### src/include/cpu_pkg.sv
// package for the processor core: memory map, vectors, opcodes, states
// assumes a single clock domain and a combinational external memory
`default_nettype none
package cpu_pkg;
	localparam logic [15:0] PORT_DIR_ADDR = 16'h0000;
	localparam logic [15:0] PORT_OUT_ADDR = 16'h0001;
	localparam logic [6:0] INT_PAGES = 7'h00;
	localparam logic [7:0] STACK_HI = 8'h01;
	localparam logic [7:0] ZERO_PAGE = 8'h00;
	localparam logic [15:0] RST_VEC = 16'hfffc;
	localparam logic [15:0] IRQ_VEC = 16'hfffe;
	localparam logic [7:0] SP_RESET = 8'hff;
	localparam logic [7:0] PORT_RESET = 8'h00;
	localparam logic [2:0] INIT_CYCLES = 3'h6;
	localparam logic [2:0] INIT_LAST = INIT_CYCLES - 3'h1;
	// opcodes outside the regular group
	localparam logic [7:0] OP_JMP_ABS = 8'h4c;
	localparam logic [7:0] OP_JMP_IND = 8'h6c;
	localparam logic [7:0] OP_BNE = 8'hd0;
	localparam logic [7:0] OP_BEQ = 8'hf0;
	localparam logic [7:0] OP_LDX_I = 8'ha2;
	localparam logic [7:0] OP_LDY_I = 8'ha0;
	localparam logic [7:0] OP_CLI = 8'h58;
	localparam logic [7:0] OP_SEI = 8'h78;
	localparam logic [7:0] OP_ASL_A = 8'h0a;
	localparam logic [7:0] OP_LSR_A = 8'h4a;
	// regular group: opcode bits 1:0, function in bits 7:5
	localparam logic [1:0] GRP_ALU = 2'h1;
	localparam logic [2:0] FN_ORA = 3'h0;
	localparam logic [2:0] FN_AND = 3'h1;
	localparam logic [2:0] FN_EOR = 3'h2;
	localparam logic [2:0] FN_STA = 3'h4;
	localparam logic [2:0] FN_LDA = 3'h5;
	// addressing modes
	localparam logic [3:0] M_IMP = 4'h0;
	localparam logic [3:0] M_IMM = 4'h1;
	localparam logic [3:0] M_ZP = 4'h2;
	localparam logic [3:0] M_ZPX = 4'h3;
	localparam logic [3:0] M_ABS = 4'h4;
	localparam logic [3:0] M_ABSX = 4'h5;
	localparam logic [3:0] M_ABSY = 4'h6;
	localparam logic [3:0] M_INDX = 4'h7;
	localparam logic [3:0] M_INDY = 4'h8;
	localparam logic [3:0] M_REL = 4'h9;
	localparam logic [3:0] M_JABS = 4'ha;
	localparam logic [3:0] M_JIND = 4'hb;
	typedef enum logic [12:0] {
		ST_RST_HOLD = 13'h0001, ST_RST_INIT = 13'h0002,
		ST_VEC_LO = 13'h0004, ST_VEC_HI = 13'h0008,
		ST_FETCH = 13'h0010, ST_OP1 = 13'h0020, ST_OP2 = 13'h0040,
		ST_PTR_LO = 13'h0080, ST_PTR_HI = 13'h0100, ST_EXEC = 13'h0200,
		ST_PUSH_H = 13'h0400, ST_PUSH_L = 13'h0800, ST_PUSH_P = 13'h1000
	} cpu_state_e;

	function automatic logic [3:0] cpu_mode_of(input logic [7:0] op);
		if (op == OP_JMP_ABS) return M_JABS;
		else if (op == OP_JMP_IND) return M_JIND;
		else if (op == OP_BNE || op == OP_BEQ) return M_REL;
		else if (op == OP_LDX_I || op == OP_LDY_I) return M_IMM;
		else if (op[1:0] == GRP_ALU) begin
			case (op[4:2])
				3'h0: return M_INDX;
				3'h1: return M_ZP;
				3'h2: return M_IMM;
				3'h3: return M_ABS;
				3'h4: return M_INDY;
				3'h5: return M_ZPX;
				3'h6: return M_ABSY;
				default: return M_ABSX;
			endcase
		end
		else return M_IMP;
	endfunction

	function automatic logic [7:0] cpu_alu(input logic [2:0] fn,
		input logic [7:0] a, input logic [7:0] m);
		case (fn)
			FN_ORA: return a | m;
			FN_AND: return a & m;
			FN_EOR: return a ^ m;
			FN_LDA: return m;
			default: return a;
		endcase
	endfunction
endpackage
`default_nettype wire

### src/logic/cpu_core.sv
// 8-bit processor core with on-chip ram pages and an 8-bit port
// assumes external memory answers within the cycle its address is shown
`timescale 1ns/100ps
`default_nettype none

// Overview of operation
// RQ1: no writes while restart input low
// RQ2: restart rising edge starts reset sequence immediately
// RQ3: six init cycles, set mask, vector fffc/fffd
// RQ4: system holds restart low two cycles minimum
// RQ5: read/write output valid during restart low
// RQ6: interrupt recognized only at instruction boundary
// RQ7: interrupt taken only when mask flag clear
// RQ8: interrupt stacks program counter and status
// RQ9: then set mask, vector fffe/ffff
// RQ10: address outputs float while bus enable low
// RQ11: port output at 0001, direction at 0000
// RQ12: read/write high except during write cycles
// RQ13: accumulator mode is one byte, no operand
// RQ14: immediate operand is second instruction byte
// RQ15: absolute address is second and third byte
// RQ16: zero page forces high address byte zero
// RQ17: zero page indexed wraps within page zero
// RQ18: absolute indexed adds index to base
// RQ19: branch adds signed offset to next address
// RQ20: indexed indirect pointer wraps in page zero
// RQ21: indirect indexed carries into high byte
// RQ22: absolute indirect loads pointer target into counter
// RQ23: each port pin direction set per bit
// RQ24: port read returns pin level for inputs
// RQ25: on-chip ram answers at pages zero and one
// RQ26: push high, low, status; stack decrements
module cpu_core (
	// clock and reset
	input wire logic clk_sys,
	input wire logic rstn,
	// control inputs
	input wire logic restart_input_n,
	input wire logic irq_n,
	input wire logic bus_drive_enable,
	// system bus
	output logic [15:0] address_lines,
	output logic address_lines_oe,
	input wire logic [7:0] data_lines_i,
	output logic [7:0] data_lines_o,
	output logic data_lines_oe,
	output logic rw,
	// peripheral port
	input wire logic [7:0] port_pins_i,
	output logic [7:0] port_pins_o,
	output logic [7:0] port_pins_oe
);
	cpu_pkg::cpu_state_e st_q, st_d;
	logic [15:0] pc_q, pc_d, ptr_q, ptr_d, eff_q, eff_d, addr_q, addr_d;
	logic [7:0] a_q, a_d, x_q, x_d, y_q, y_d, sp_q, sp_d, ir_q, ir_d;
	logic [7:0] lo_q, lo_d, dout_q, dout_d, res, din;
	logic [7:0] dir_q, dir_d, out_q, out_d;
	logic [7:0] ram_q [0:255];
	logic [3:0] md_q, md_d;
	logic [2:0] cnt_q, cnt_d;
	logic [1:0] ld;
	logic n_q, n_d, z_q, z_d, c_q, c_d, i_q, i_d;
	logic rw_q, rw_d, aoe_q, doe_q, store, take, wr_ok;

	assign store = ir_q[1:0] == cpu_pkg::GRP_ALU && ir_q[7:5] == cpu_pkg::FN_STA;
	assign take = (ir_q == cpu_pkg::OP_BEQ) ? z_q : !z_q;
	assign wr_ok = !rw_q && restart_input_n; // RQ1

	// read data: port, on-chip ram, else external bus
	always_comb begin
		if (addr_q == cpu_pkg::PORT_DIR_ADDR) din = dir_q; // RQ11
		else if (addr_q == cpu_pkg::PORT_OUT_ADDR)
			din = (out_q & dir_q) | (port_pins_i & ~dir_q); // RQ24
		else if (addr_q[15:9] == cpu_pkg::INT_PAGES)
			din = ram_q[addr_q[7:0]]; // RQ25
		else din = data_lines_i;
	end

	// sequencer next state
	always_comb begin
		st_d = st_q;
		pc_d = pc_q;
		a_d = a_q;
		x_d = x_q;
		y_d = y_q;
		sp_d = sp_q;
		n_d = n_q;
		z_d = z_q;
		c_d = c_q;
		i_d = i_q;
		ir_d = ir_q;
		md_d = md_q;
		lo_d = lo_q;
		ptr_d = ptr_q;
		eff_d = eff_q;
		cnt_d = cnt_q;
		res = a_q;
		ld = 2'h0;
		case (st_q)
			cpu_pkg::ST_RST_HOLD: begin
				cnt_d = 3'h0;
				if (restart_input_n) st_d = cpu_pkg::ST_RST_INIT; // RQ2
			end
			cpu_pkg::ST_RST_INIT: begin
				cnt_d = cnt_q + 3'h1;
				if (cnt_q == cpu_pkg::INIT_LAST) begin
					i_d = 1'b1; // RQ3
					st_d = cpu_pkg::ST_VEC_LO;
				end
			end
			cpu_pkg::ST_VEC_LO: begin
				lo_d = din;
				st_d = cpu_pkg::ST_VEC_HI;
			end
			cpu_pkg::ST_VEC_HI: begin
				pc_d = {din, lo_q}; // RQ3 RQ9
				st_d = cpu_pkg::ST_FETCH;
			end
			cpu_pkg::ST_FETCH: begin
				if (!irq_n && !i_q) st_d = cpu_pkg::ST_PUSH_H; // RQ6 RQ7
				else begin
					ir_d = din;
					md_d = cpu_pkg::cpu_mode_of(din);
					pc_d = pc_q + 16'h0001;
					if (md_d == cpu_pkg::M_IMP) begin
						case (din)
							cpu_pkg::OP_SEI: i_d = 1'b1;
							cpu_pkg::OP_CLI: i_d = 1'b0;
							cpu_pkg::OP_ASL_A: begin
								{c_d, res} = {a_q, 1'b0}; // RQ13
								ld = 2'h1;
							end
							cpu_pkg::OP_LSR_A: begin
								{res, c_d} = {1'b0, a_q}; // RQ13
								ld = 2'h1;
							end
							default: ;
						endcase
					end
					else st_d = cpu_pkg::ST_OP1;
				end
			end
			cpu_pkg::ST_OP1: begin
				pc_d = pc_q + 16'h0001;
				lo_d = din;
				st_d = cpu_pkg::ST_EXEC;
				case (md_q)
					cpu_pkg::M_IMM: begin
						st_d = cpu_pkg::ST_FETCH;
						res = cpu_pkg::cpu_alu(ir_q[7:5], a_q, din); // RQ14
						if (ir_q == cpu_pkg::OP_LDX_I) ld = 2'h2;
						else if (ir_q == cpu_pkg::OP_LDY_I) ld = 2'h3;
						else ld = 2'h1;
					end
					cpu_pkg::M_ZP: eff_d = {cpu_pkg::ZERO_PAGE, din}; // RQ16
					cpu_pkg::M_ZPX: eff_d = {cpu_pkg::ZERO_PAGE, din + x_q}; // RQ17
					cpu_pkg::M_INDX: begin
						ptr_d = {cpu_pkg::ZERO_PAGE, din + x_q}; // RQ20
						st_d = cpu_pkg::ST_PTR_LO;
					end
					cpu_pkg::M_INDY: begin
						ptr_d = {cpu_pkg::ZERO_PAGE, din};
						st_d = cpu_pkg::ST_PTR_LO;
					end
					cpu_pkg::M_REL: begin
						st_d = cpu_pkg::ST_FETCH;
						if (take) pc_d = pc_q + 16'h0001 + {{8{din[7]}}, din}; // RQ19
					end
					default: st_d = cpu_pkg::ST_OP2;
				endcase
			end
			cpu_pkg::ST_OP2: begin
				pc_d = pc_q + 16'h0001;
				st_d = cpu_pkg::ST_EXEC;
				case (md_q)
					cpu_pkg::M_ABSX: eff_d = {din, lo_q} + {8'h00, x_q}; // RQ18
					cpu_pkg::M_ABSY: eff_d = {din, lo_q} + {8'h00, y_q}; // RQ18
					cpu_pkg::M_JABS: begin
						pc_d = {din, lo_q}; // RQ15
						st_d = cpu_pkg::ST_FETCH;
					end
					cpu_pkg::M_JIND: begin
						ptr_d = {din, lo_q};
						st_d = cpu_pkg::ST_PTR_LO;
					end
					default: eff_d = {din, lo_q}; // RQ15
				endcase
			end
			cpu_pkg::ST_PTR_LO: begin
				lo_d = din;
				st_d = cpu_pkg::ST_PTR_HI;
				if (md_q == cpu_pkg::M_JIND) ptr_d = ptr_q + 16'h0001;
				else ptr_d = {cpu_pkg::ZERO_PAGE, ptr_q[7:0] + 8'h01}; // RQ20
			end
			cpu_pkg::ST_PTR_HI: begin
				st_d = cpu_pkg::ST_EXEC;
				if (md_q == cpu_pkg::M_JIND) begin
					pc_d = {din, lo_q}; // RQ22
					st_d = cpu_pkg::ST_FETCH;
				end
				else if (md_q == cpu_pkg::M_INDY)
					eff_d = {din, lo_q} + {8'h00, y_q}; // RQ21
				else eff_d = {din, lo_q}; // RQ20
			end
			cpu_pkg::ST_EXEC: begin
				st_d = cpu_pkg::ST_FETCH;
				if (!store) begin
					res = cpu_pkg::cpu_alu(ir_q[7:5], a_q, din);
					ld = 2'h1;
				end
			end
			cpu_pkg::ST_PUSH_H: begin
				sp_d = sp_q - 8'h01; // RQ26
				st_d = cpu_pkg::ST_PUSH_L;
			end
			cpu_pkg::ST_PUSH_L: begin
				sp_d = sp_q - 8'h01; // RQ26
				st_d = cpu_pkg::ST_PUSH_P;
			end
			cpu_pkg::ST_PUSH_P: begin
				sp_d = sp_q - 8'h01; // RQ26
				i_d = 1'b1; // RQ9
				st_d = cpu_pkg::ST_VEC_LO;
			end
			default: st_d = cpu_pkg::ST_RST_HOLD;
		endcase
		case (ld)
			2'h1: a_d = res;
			2'h2: x_d = res;
			2'h3: y_d = res;
			default: ;
		endcase
		if (ld != 2'h0) begin
			n_d = res[7];
			z_d = res == 8'h00;
		end
		if (!restart_input_n) st_d = cpu_pkg::ST_RST_HOLD; // RQ1
	end

	// bus cycle for the next state
	always_comb begin
		rw_d = 1'b1; // RQ12 RQ5
		dout_d = dout_q;
		case (st_d)
			cpu_pkg::ST_VEC_LO:
				addr_d = (st_q == cpu_pkg::ST_PUSH_P) ? cpu_pkg::IRQ_VEC
					: cpu_pkg::RST_VEC;
			cpu_pkg::ST_VEC_HI: addr_d = addr_q + 16'h0001;
			cpu_pkg::ST_FETCH, cpu_pkg::ST_OP1, cpu_pkg::ST_OP2: addr_d = pc_d;
			cpu_pkg::ST_PTR_LO, cpu_pkg::ST_PTR_HI: addr_d = ptr_d;
			cpu_pkg::ST_EXEC: begin
				addr_d = eff_d;
				rw_d = !store; // RQ12
				dout_d = a_d;
			end
			cpu_pkg::ST_PUSH_H: begin
				addr_d = {cpu_pkg::STACK_HI, sp_d};
				rw_d = 1'b0;
				dout_d = pc_d[15:8]; // RQ8 RQ26
			end
			cpu_pkg::ST_PUSH_L: begin
				addr_d = {cpu_pkg::STACK_HI, sp_d};
				rw_d = 1'b0;
				dout_d = pc_d[7:0]; // RQ8 RQ26
			end
			cpu_pkg::ST_PUSH_P: begin
				addr_d = {cpu_pkg::STACK_HI, sp_d};
				rw_d = 1'b0;
				dout_d = {n_q, 1'b0, 1'b1, 1'b0, 1'b0, i_q, z_q, c_q}; // RQ8
			end
			default: addr_d = addr_q;
		endcase
	end

	// port registers
	always_comb begin
		dir_d = dir_q;
		out_d = out_q;
		if (wr_ok && addr_q == cpu_pkg::PORT_DIR_ADDR) dir_d = dout_q; // RQ23
		if (wr_ok && addr_q == cpu_pkg::PORT_OUT_ADDR) out_d = dout_q; // RQ11
	end

	always_ff @(posedge clk_sys) begin
		if (wr_ok && addr_q[15:9] == cpu_pkg::INT_PAGES) ram_q[addr_q[7:0]] <= dout_q; // RQ25
	end

	always_ff @(posedge clk_sys or negedge rstn) begin
		if (!rstn) begin
			st_q <= cpu_pkg::ST_RST_HOLD;
			pc_q <= 16'h0000;
			ptr_q <= 16'h0000;
			eff_q <= 16'h0000;
			addr_q <= 16'h0000;
			{a_q, x_q, y_q, ir_q, lo_q, dout_q} <= 48'h0;
			sp_q <= cpu_pkg::SP_RESET;
			dir_q <= cpu_pkg::PORT_RESET;
			out_q <= cpu_pkg::PORT_RESET;
			md_q <= cpu_pkg::M_IMP;
			cnt_q <= 3'h0;
			{n_q, z_q, c_q, i_q} <= 4'h1;
			rw_q <= 1'b1;
			aoe_q <= 1'b0;
			doe_q <= 1'b0;
		end else begin
			st_q <= st_d;
			pc_q <= pc_d;
			ptr_q <= ptr_d;
			eff_q <= eff_d;
			addr_q <= addr_d;
			{a_q, x_q, y_q, ir_q, lo_q, dout_q} <= {a_d, x_d, y_d, ir_d, lo_d, dout_d};
			sp_q <= sp_d;
			dir_q <= dir_d;
			out_q <= out_d;
			md_q <= md_d;
			cnt_q <= cnt_d;
			{n_q, z_q, c_q, i_q} <= {n_d, z_d, c_d, i_d};
			rw_q <= rw_d;
			aoe_q <= bus_drive_enable; // RQ10
			doe_q <= !rw_d && bus_drive_enable;
		end
	end

	assign address_lines = addr_q;
	assign address_lines_oe = aoe_q;
	assign data_lines_o = dout_q;
	assign data_lines_oe = doe_q;
	assign rw = rw_q;
	assign port_pins_o = out_q;
	assign port_pins_oe = dir_q;

	no_write_reset_a: assert property (@(posedge clk_sys) disable iff (!rstn) // RQ1
		!restart_input_n |=> rw_q) else $error("write while restart low");
	reset_start_a: assert property (@(posedge clk_sys) disable iff (!rstn) // RQ2
		st_q == cpu_pkg::ST_RST_HOLD && restart_input_n |=> st_q == cpu_pkg::ST_RST_INIT)
		else $error("reset sequence did not start");
	reset_vector_a: assert property (@(posedge clk_sys) disable iff (!rstn) // RQ3
		$rose(st_q == cpu_pkg::ST_RST_INIT) ##0 restart_input_n [*6] |=>
		i_q && addr_q == cpu_pkg::RST_VEC) else $error("reset vector wrong");
	irq_masked_a: assert property (@(posedge clk_sys) disable iff (!rstn) // RQ7
		st_q == cpu_pkg::ST_FETCH && !irq_n && i_q && restart_input_n |=>
		st_q != cpu_pkg::ST_PUSH_H) else $error("masked interrupt taken");
	irq_stack_a: assert property (@(posedge clk_sys) disable iff (!rstn) // RQ8
		st_q == cpu_pkg::ST_FETCH && !irq_n && !i_q && restart_input_n |=>
		!rw_q && addr_q == {cpu_pkg::STACK_HI, $past(sp_q)}
		&& data_lines_o == $past(pc_q[15:8])) else $error("interrupt push wrong");
	irq_vector_a: assert property (@(posedge clk_sys) disable iff (!rstn) // RQ9
		st_q == cpu_pkg::ST_PUSH_P && restart_input_n |=>
		i_q && addr_q == cpu_pkg::IRQ_VEC) else $error("interrupt vector wrong");
	addr_float_a: assert property (@(posedge clk_sys) disable iff (!rstn) // RQ10
		!bus_drive_enable |=> !address_lines_oe) else $error("address driven");
	zp_page_a: assert property (@(posedge clk_sys) disable iff (!rstn) // RQ17
		st_q == cpu_pkg::ST_EXEC && (md_q == cpu_pkg::M_ZP || md_q == cpu_pkg::M_ZPX)
		|-> addr_q[15:8] == cpu_pkg::ZERO_PAGE) else $error("zero page escaped");
	rw_write_a: assert property (@(posedge clk_sys) disable iff (!rstn) // RQ12
		!rw_q |-> st_q inside {cpu_pkg::ST_EXEC, cpu_pkg::ST_PUSH_H,
		cpu_pkg::ST_PUSH_L, cpu_pkg::ST_PUSH_P}) else $error("rw low outside write");
endmodule
`default_nettype wire

### config.mk
export PLATFORM = sky130hd
export DESIGN_NAME = cpu_core
export DESIGN_NICKNAME = d
export VERILOG_FILES = /design/src/include/cpu_pkg.sv /design/src/logic/cpu_core.sv
export SDC_FILE = /design/constraint.sdc
export NUM_CORES = 2
export LEC_CHECK = 0
export BUFFER_PORTS_ARGS = -buffer_cell sky130_fd_sc_hd__buf_2
export CAP_MARGIN = 40
export CORE_MARGIN = 3
export CORE_UTILIZATION = 50
export CTS_CLUSTER_SIZE = 10
export DETAILED_ROUTE_END_ITERATION = 8
export PLACE_DENSITY = 0.7
export SETUP_SLACK_MARGIN = 0.1
export SLEW_MARGIN = 15
export SYNTH_ARGS = -nofsm -noshare
export SYNTH_HDL_FRONTEND = slang
export SYNTH_SLANG_ARGS = --single-unit
### constraint.sdc
create_clock -name clk_sys -period 7.1 [get_ports clk_sys]
set_input_delay 0.71 -clock clk_sys [delete_from_list [all_inputs] [get_ports clk_sys]]
set_output_delay 0.71 -clock clk_sys [all_outputs]
set_load 0.005 [all_outputs]
Yosys cells after proc, flatten, opt, wreduce, memory -nomap -nowiden
Memories as Yosys holds them, arrays and structs flattened.
Cells that the tools add are included.
{"block": "totals", "reg_bits": 163, "mem_bits_rw": 2048, "inputBits": 21, "output_inout_bits": 43, "word_cells": 216, "mem_count": 1}
{"block": "op_classes", "addsub": 10, "eq_ne": 68, "mux": 65, "bitwise": 8, "reduce_logical": 41}
{"name": "ram_q", "depth": 256, "width": 8, "read_ports": 1, "rd_clocked_by_memory_dff": 0, "wr": 1, "line": "cpu_core.sv:58", "source": "logic [7:0] ram_q [0:255];"}
{"operator": "case mux 13 bit (12 select lines)", "n": 1}
{"operator": "2-to-1 mux 16 bit", "n": 9}
{"operator": "case mux 16 bit (3 select lines)", "n": 3}
{"operator": "case mux 16 bit (6 select lines)", "n": 1}
{"operator": "case mux 16 bit (5 select lines)", "n": 1}
{"operator": "2-to-1 mux 8 bit", "n": 9}
{"operator": "case mux 16 bit (2 select lines)", "n": 2}
{"operator": "case mux 8 bit (4 select lines)", "n": 2}
{"operator": "== test 8 bit, second input constant", "n": 7}
{"operator": "2-to-1 mux 13 bit", "n": 4}
{"operator": "adder 16 x 1 -> 16 bit, second input constant", "n": 3}
{"operator": "== test 8 x 7 -> 1 bit, second input constant", "n": 5}
{"operator": "adder 16 x 8 -> 16 bit", "n": 2}
{"operator": "case mux 10 bit (3 select lines)", "n": 1}
{"operator": "2-to-1 mux 4 bit", "n": 7}
{"operator": "case mux 4 bit (7 select lines)", "n": 1}
{"operator": "== test 13 x 10 -> 1 bit, second input constant", "n": 2}
{"operator": "== test 13 x 11 -> 1 bit, second input constant", "n": 2}
{"operator": "== test 13 x 12 -> 1 bit, second input constant", "n": 2}
{"operator": "== test 13 bit, second input constant", "n": 2}
{"operator": "== test 13 x 3 -> 1 bit, second input constant", "n": 2}
{"operator": "== test 13 x 4 -> 1 bit, second input constant", "n": 2}
{"operator": "== test 13 x 5 -> 1 bit, second input constant", "n": 2}
{"operator": "== test 13 x 6 -> 1 bit, second input constant", "n": 2}
{"operator": "other kinds (55)", "n": 118}

Logic depth before layout (Yosys ltp)
{"block": "depth", "depth_word": 24, "ltp_mapped": 33, "depth_no_buf": 23}

Worst setup path before layout
OpenSTA, ideal clock, no wires.
{"block": "synth_timing", "kind": "register to register", "startpoint": "register addr_q[1] (netlist: address_lines[1])", "endpoint": "register dout_q[6] (netlist: data_lines_o[6])", "setup_ns": 0.079, "t_arrival_ns": 6.649, "required_ns": 7.021, "slack_ns": 0.372, "stages_incl_launch_ff": 34, "n_path_buf": 10, "synth_period_minus_slack_ns": 6.728, "path_cell_list": "dfrtp_1 > buf_4 > buf_6 > buf_4 > buf_4 > buf_4 > buf_6 > buf_4 > inv_1 > ha_1 > clkbuf_1 > nor4b_1 > nand4_1 > o32ai_1 > a22oi_1 > inv_1 > o22ai_1 > clkbuf_1 > clkbuf_1 > ha_1 > inv_1 > fa_1 > nor2b_1 > o21ai_0 > a21boi_0 > o21ai_0 > a21boi_0 > o2111ai_1 > a31oi_1 > and4b_1 > and4bb_2 > or3_1 > o211ai_2 > o21a_1"}
{"block": "synth_between", "elab_cells_between_ends": 66, "cone_classes": "1 x add/sub; 21 x eq/ne; 33 x mux; 3 x bitwise; 7 x reduce/logical; 1 x memory"}
{"element": "start: declaration", "line": "cpu_core.sv:54", "source": "logic [15:0] pc_q, pc_d, ptr_q, ptr_d, eff_q, eff_d, addr_q, addr_d;"}
{"element": "start signal: assignment", "line": "cpu_core.sv:309", "source": "addr_q <= addr_d;"}
{"element": "memory (256 x 8 bit)"}
{"element": "2-to-1 mux 8 bit", "line": "cpu_core.sv:74", "source": "else if (addr_q[15:9] == cpu_pkg::INT_PAGES)"}
{"element": "2-to-1 mux 8 bit", "line": "cpu_core.sv:72", "source": "else if (addr_q == cpu_pkg::PORT_OUT_ADDR)"}
{"element": "2-to-1 mux 8 bit (*)", "line": "cpu_core.sv:71", "source": "if (addr_q == cpu_pkg::PORT_DIR_ADDR) din = dir_q;"}
{"element": "net din[0]", "line": "cpu_core.sv:56", "source": "logic [7:0] lo_q, lo_d, dout_q, dout_d, res, din;"}
{"element": "== test 8 bit or == test 2 x 1 -> 1 bit (tied branches)", "line": "cpu_pkg.sv:59, cpu_pkg.sv:60"}
{"element": "logical OR 1 bit or 2-to-1 mux 4 bit (tied branches)", "line": "cpu_pkg.sv:59, cpu_pkg.sv:60"}
{"element": "2-to-1 mux 4 bit", "line": "cpu_pkg.sv:59", "source": "else if (op == OP_LDX_I || op == OP_LDY_I) return M_IMM;"}
{"element": "(+4 left out)"}
{"element": "2-to-1 mux 4 bit", "line": "cpu_core.sv:99", "source": "case (st_q)"}
{"element": "zero test 4 bit", "line": "cpu_core.sv:125", "source": "if (md_d == cpu_pkg::M_IMP) begin"}
{"element": "2-to-1 mux 13 bit or 2-to-1 mux 1 bit (tied branches)", "line": "cpu_core.sv:125"}
{"element": "2-to-1 mux 13 bit or 2-to-1 mux 1 bit (tied branches)", "line": "cpu_core.sv:120", "source": "if (!irq_n && !i_q) st_d = cpu_pkg::ST_PUSH_H;"}
{"element": "case mux 13 bit (12 select lines) or case mux 2 bit (3 select lines) (tied branches)", "line": "cpu_core.sv:99"}
{"element": "2-to-1 mux 13 bit or == test 2 x 1 -> 1 bit (tied branches)", "line": "cpu_core.sv:237, cpu_core.sv:227"}
{"element": "== test 13 bit (tied with other cells)", "line": "cpu_core.sv:244", "source": "case (st_d)"}
{"element": "case mux 8 bit (4 select lines) or nonzero test 4 bit (tied branches)"}
{"element": "end signal: assignment", "line": "cpu_core.sv:310", "source": "{a_q, x_q, y_q, ir_q, lo_q, dout_q} <= {a_d, x_d, y_d, ir_d, lo_d, dout_d};"}
{"element": "end: declaration", "line": "cpu_core.sv:56"}
Mark *: on every way through the listed nets, which the timed path passes. The rest lies on a longest branch. The select of a mux whose other input is x is not followed.
A chain may end at the register's enable or synchronous reset.

Worst setup path in the final report
{"block": "layout_timing", "startpoint": "register addr_q[3] (netlist: address_lines[3])", "endpoint": "register addr_q[14] (netlist: address_lines[14])"}
{"block": "layout_between", "elab_chain_len": 21, "elab_cells_between_ends": 66, "cone_classes": "4 x add/sub; 25 x eq/ne; 27 x mux; 9 x reduce/logical; 1 x memory"}
{"element": "memory (256 x 8 bit)"}
{"element": "2-to-1 mux 8 bit", "line": "cpu_core.sv:74"}
{"element": "2-to-1 mux 8 bit", "line": "cpu_core.sv:72"}
{"element": "2-to-1 mux 8 bit", "line": "cpu_core.sv:71"}
{"element": "== test 3 bit (tied with other cells)", "line": "cpu_pkg.sv:61", "source": "case (op[4:2])"}
{"element": "case mux 4 bit (7 select lines)", "line": "cpu_pkg.sv:61"}
{"element": "2-to-1 mux 4 bit", "line": "cpu_pkg.sv:60", "source": "else if (op[1:0] == GRP_ALU) begin"}
{"element": "2-to-1 mux 4 bit", "line": "cpu_pkg.sv:59"}
{"element": "(+5 left out)"}
{"element": "zero test 4 bit", "line": "cpu_core.sv:125"}
{"element": "2-to-1 mux 13 bit", "line": "cpu_core.sv:125"}
{"element": "2-to-1 mux 13 bit", "line": "cpu_core.sv:120"}
{"element": "case mux 13 bit (12 select lines)", "line": "cpu_core.sv:99"}
{"element": "2-to-1 mux 13 bit", "line": "cpu_core.sv:237", "source": "if (!restart_input_n) st_d = cpu_pkg::ST_RST_HOLD;"}
{"element": "== test 13 bit (tied with other cells)", "line": "cpu_core.sv:244"}
{"element": "OR reduction 3 bit (no source line) (tied with other cells)"}
{"element": "case mux 16 bit (6 select lines) or nonzero test 6 bit (tied branches)"}
Parallel ways exist; a longest one is shown, timed or not. The select of a mux whose other input is x is not followed.

==> impl_metrics.env <==
export IMPL_fillers=13700
export IMPL_slew_violations=0
export IMPL_worstMarginPinSlew_ps=1130
export IMPL_area_growth_pct=13.5
export IMPL_hold_viol_final=0
export IMPL_avgSynthCellArea_sq_um=17.0
export IMPL_yosysTopAreaCell="edfxtp_1"
export IMPL_finClkSkew_ps=55.6
export IMPL_syn_inst=5453
export IMPL_synth_xor_area_frac=0.00717
export IMPL_via_count=56200
export IMPL_rsz0062_at_grt="false"
export IMPL_ys_ff_latch=2211
export IMPL_crit_path_max_fanout=31
export IMPL_cts_buffers=276
export IMPL_cellLeakagePower_uw=0.0328
export IMPL_synth_ff_type="edfxtp_1"
export IMPL_grt_max_degree=214
export IMPL_yosysSeqAreaShare=0.707
export IMPL_max_slew_margin=0.248
export IMPL_wire_per_inst_um=33.7
export IMPL_outcome="finished clean"
export IMPL_synth_fa_ha_area_frac=0.00936
export IMPL_regArea_sq_mm=0.0656
export IMPL_synth_cell_area_sq_mm=0.0928
export IMPL_synthSimpleGateAreaFrac=0.0551
export IMPL_drtIter0Drc=8221
export IMPL_cts_tree="done"
export IMPL_criticalPathCategory="reg2reg"
export IMPL_dpl_instance_area_sq_mm=0.0975
export IMPL_setup_viol=0
export IMPL_insertion_delay_ps=920
export IMPL_intPower_uw=23000
export IMPL_synth_edff_count=2048
export IMPL_ir_drop_v=0.000217
export IMPL_core_area_sq_mm=0.184
export IMPL_swShare=0.231
export IMPL_hold_class="in2async"
export IMPL_grt_antenna_before_repair=18
export IMPL_async_flop_share=0.0737
export IMPL_multi_input_area_sq_mm=0.0252
export IMPL_syn_num_nets=5541
export IMPL_synth_cell_types=101
export IMPL_cts_clk_slew_worst_paths_ps=60
export IMPL_worst_endpoint_arrival_ps=7540
export IMPL_synth_top_cell_area_share=0.663
export IMPL_grtUsageTotal=0.293
export IMPL_power_frac_clock=0.403
export IMPL_critPathCaptureType="flop"
export IMPL_fmax_mhz=148
export IMPL_via_per_inst=6.71
export IMPL_gp_congestion=1.02
export IMPL_p_per_area_mw_per_mm2=284
export IMPL_synth_top_family_by_area="multiplexers"
export IMPL_synth_compound_area_frac=0.0679
export IMPL_cts_root_buffer="clkbuf_16"
export IMPL_die_width_um=437
export IMPL_synth_mux_area_fraction=0.131
export IMPL_rows=157
export IMPL_ys_top_cells_by_count="edfxtp_1 (2048), mux4_2 (430), nor2_1 (430), nand2_1 (278), a22oi_1 (232)"
export IMPL_start_kind="flop"
export IMPL_htreeDepth=5
export IMPL_cap_violations=0
export IMPL_ctsLongestPathBuffers=4
export IMPL_drive_above_1_share=0.217
export IMPL_boundaryPins=64
export IMPL_synth_most_common_cell="edfxtp_1"
export IMPL_grt_pass1_wl_um=402000
export IMPL_pwr_share_seq=0.479
export IMPL_final_util=0.573
export IMPL_wl_um=282000
export IMPL_pwr_share_comb=0.118
export IMPL_cp_required_ps=7910
export IMPL_p_sw_uw=6920
export IMPL_fp_dieArea_sq_mm=0.191
export IMPL_finalSetupTns_ps=0
export IMPL_min_period_over_period=0.948
export IMPL_layout_min_cycle_time_ps=6730
export IMPL_drt_pass1_iter_count=6
export IMPL_ys_warn_count=0
export IMPL_nets=5931
export IMPL_start_util=0.505
export IMPL_netlist_top_cells_area="edfxtp_1 (66%), mux4_2 (10%), dfrtp_1 (4.1%), mux2i_1 (2.4%), a22oi_1 (1.9%)"
export IMPL_ant_nets=0
export IMPL_drc=0
export IMPL_numPortBuffers=63
export IMPL_die_h_um=437
export IMPL_grt_ovfl_total=0
export IMPL_hpwlAfterDp_um=181000
export IMPL_grt_pass1_vias=54500
export IMPL_design_area_sq_mm=0.105
export IMPL_clock_sinks=2211
## power groups by stage
stage / Combinational [uW] / Clock (uW) / Sequential, uW
floorplan: 2460 / 0 / 14600
global placement: 3380 / 0 / 14600
detailed placement: 3440 / 0 / 14600
CTS: 3450 / 12200 / 14300
global route: 3710 / 12700 / 14300
finish: 3530 / 12100 / 14300
## worst max-delay path, cell delays in order (launching register included)
cell and delay, ps:
dfrtp_2 720, nor2b_4 860, buf_12 350, a22oi_1 120, nand3_1 160, o21ai_0 300
mux4_2 640, o22a_1 250, buf_4 190, fa_1 470, nor2b_1 120, o21ai_0 100
a21boi_0 240, o21ai_0 140, a21boi_0 270, o2111ai_1 180, a31oi_1 300, and4b_1 240
and4bb_2 270, o31ai_1 470, a311oi_1 100, nor2_1 110
## path summary, 6_finish.rpt
check	startpoint	endpoint	slack (ps)	cells past startpoint
max in group asynchronous	rstn	address_lines_oe	5510	3
worst max-delay path	address_lines[3]	address_lines[14]	370	21
worst min register to register	ir_q[3]	ir_q[3]	480	2
worst max register to register	address_lines[3]	address_lines[14]	370	21
min in group clk_sys	restart_input_n	st_q[5]	390	3
worst min-delay path	rstn	port_pins_o[6]	390	2
## cells by family (layout without fill, tap and decap cells)
family / count (synthesis) / after routing
muxes: 677 / 677
xor gates and xnor gates: 76 / 76
AOI/OAI and AO/OA: 920 / 920
and+or+nand+nor: 1107 / 1107
buffers and inverters: 395 / 839
DFF: 2211 / 2211
adders and majority gates: 67 / 67
other: 0 / 13
## area by class of cell
class	count	share of cell area
timing repair buffer	440	0.0356
clock inverter	12	0.000938
antenna	13	0.000309
inverter	67	0.00239
clock buffer	320	0.0690
sequential	2211	0.623
tap	2464	0.0293
multi-input combinational	2847	0.240
## layer usage
| metal | GRT usage | vias to the layer above | part of all wire |
|---|---|---|---|
| met5 | 0 | - | 0.000046 |
| met4 | 0.130 | 2 | 0.052 |
| met3 | 0.0761 | 735 | 0.12 |
| met2 | 0.440 | 4043 | 0.45 |
| met1 | 0.405 | 28800 | 0.38 |
| li1 | - | 22700 | - |
## placed cells by master (no fill, tap or decap), types with 138 or more instances in the layout
cell,count
dfrtp_1,138
nor2_1,426
mux2i_1,222
a22oi_1,231
clkbuf_16,283
a21oi_1,171
nand2_1,278
edfxtp_1,2048
buf_4,318
o21ai_0,165
mux4_2,430
## through the flow
stage / total power (uW) / setup slack [ps] / hold slack, ps / cells
final: 29900 / 366 / 387 / 8374
after global placement: 18000 / 199 / 457 / 7932
after global routing: 30700 / 129 / 369 / 8362
after CTS: 30000 / 104 / 325 / 8316
after detailed placement: 18000 / 158 / 471 / 7982
after floorplan: 17100 / 372 / 414 / 5453
## sequential cells by signal (all words and copies together), names as in the netlist, 3 cells and up
signal,count
ptr_q,16
cnt_q,3
md_q,4
pc_q,16
ram_q,2048
port_pins_oe,8
y_q,8
ir_q,8
data_lines_o,8
lo_q,8
x_q,8
eff_q,16
sp_q,8
st_q,13
port_pins_o,8
address_lines,16
a_q,8
## what timing repair did
action	in CTS	in global routing
endpoints found under the hold margin	57	0
setup endpoints to repair	0	13
setup buffers	0	11
hold buffers	2	0
resized for setup	0	3
Note: power is estimated with default switching activity, not from simulation.
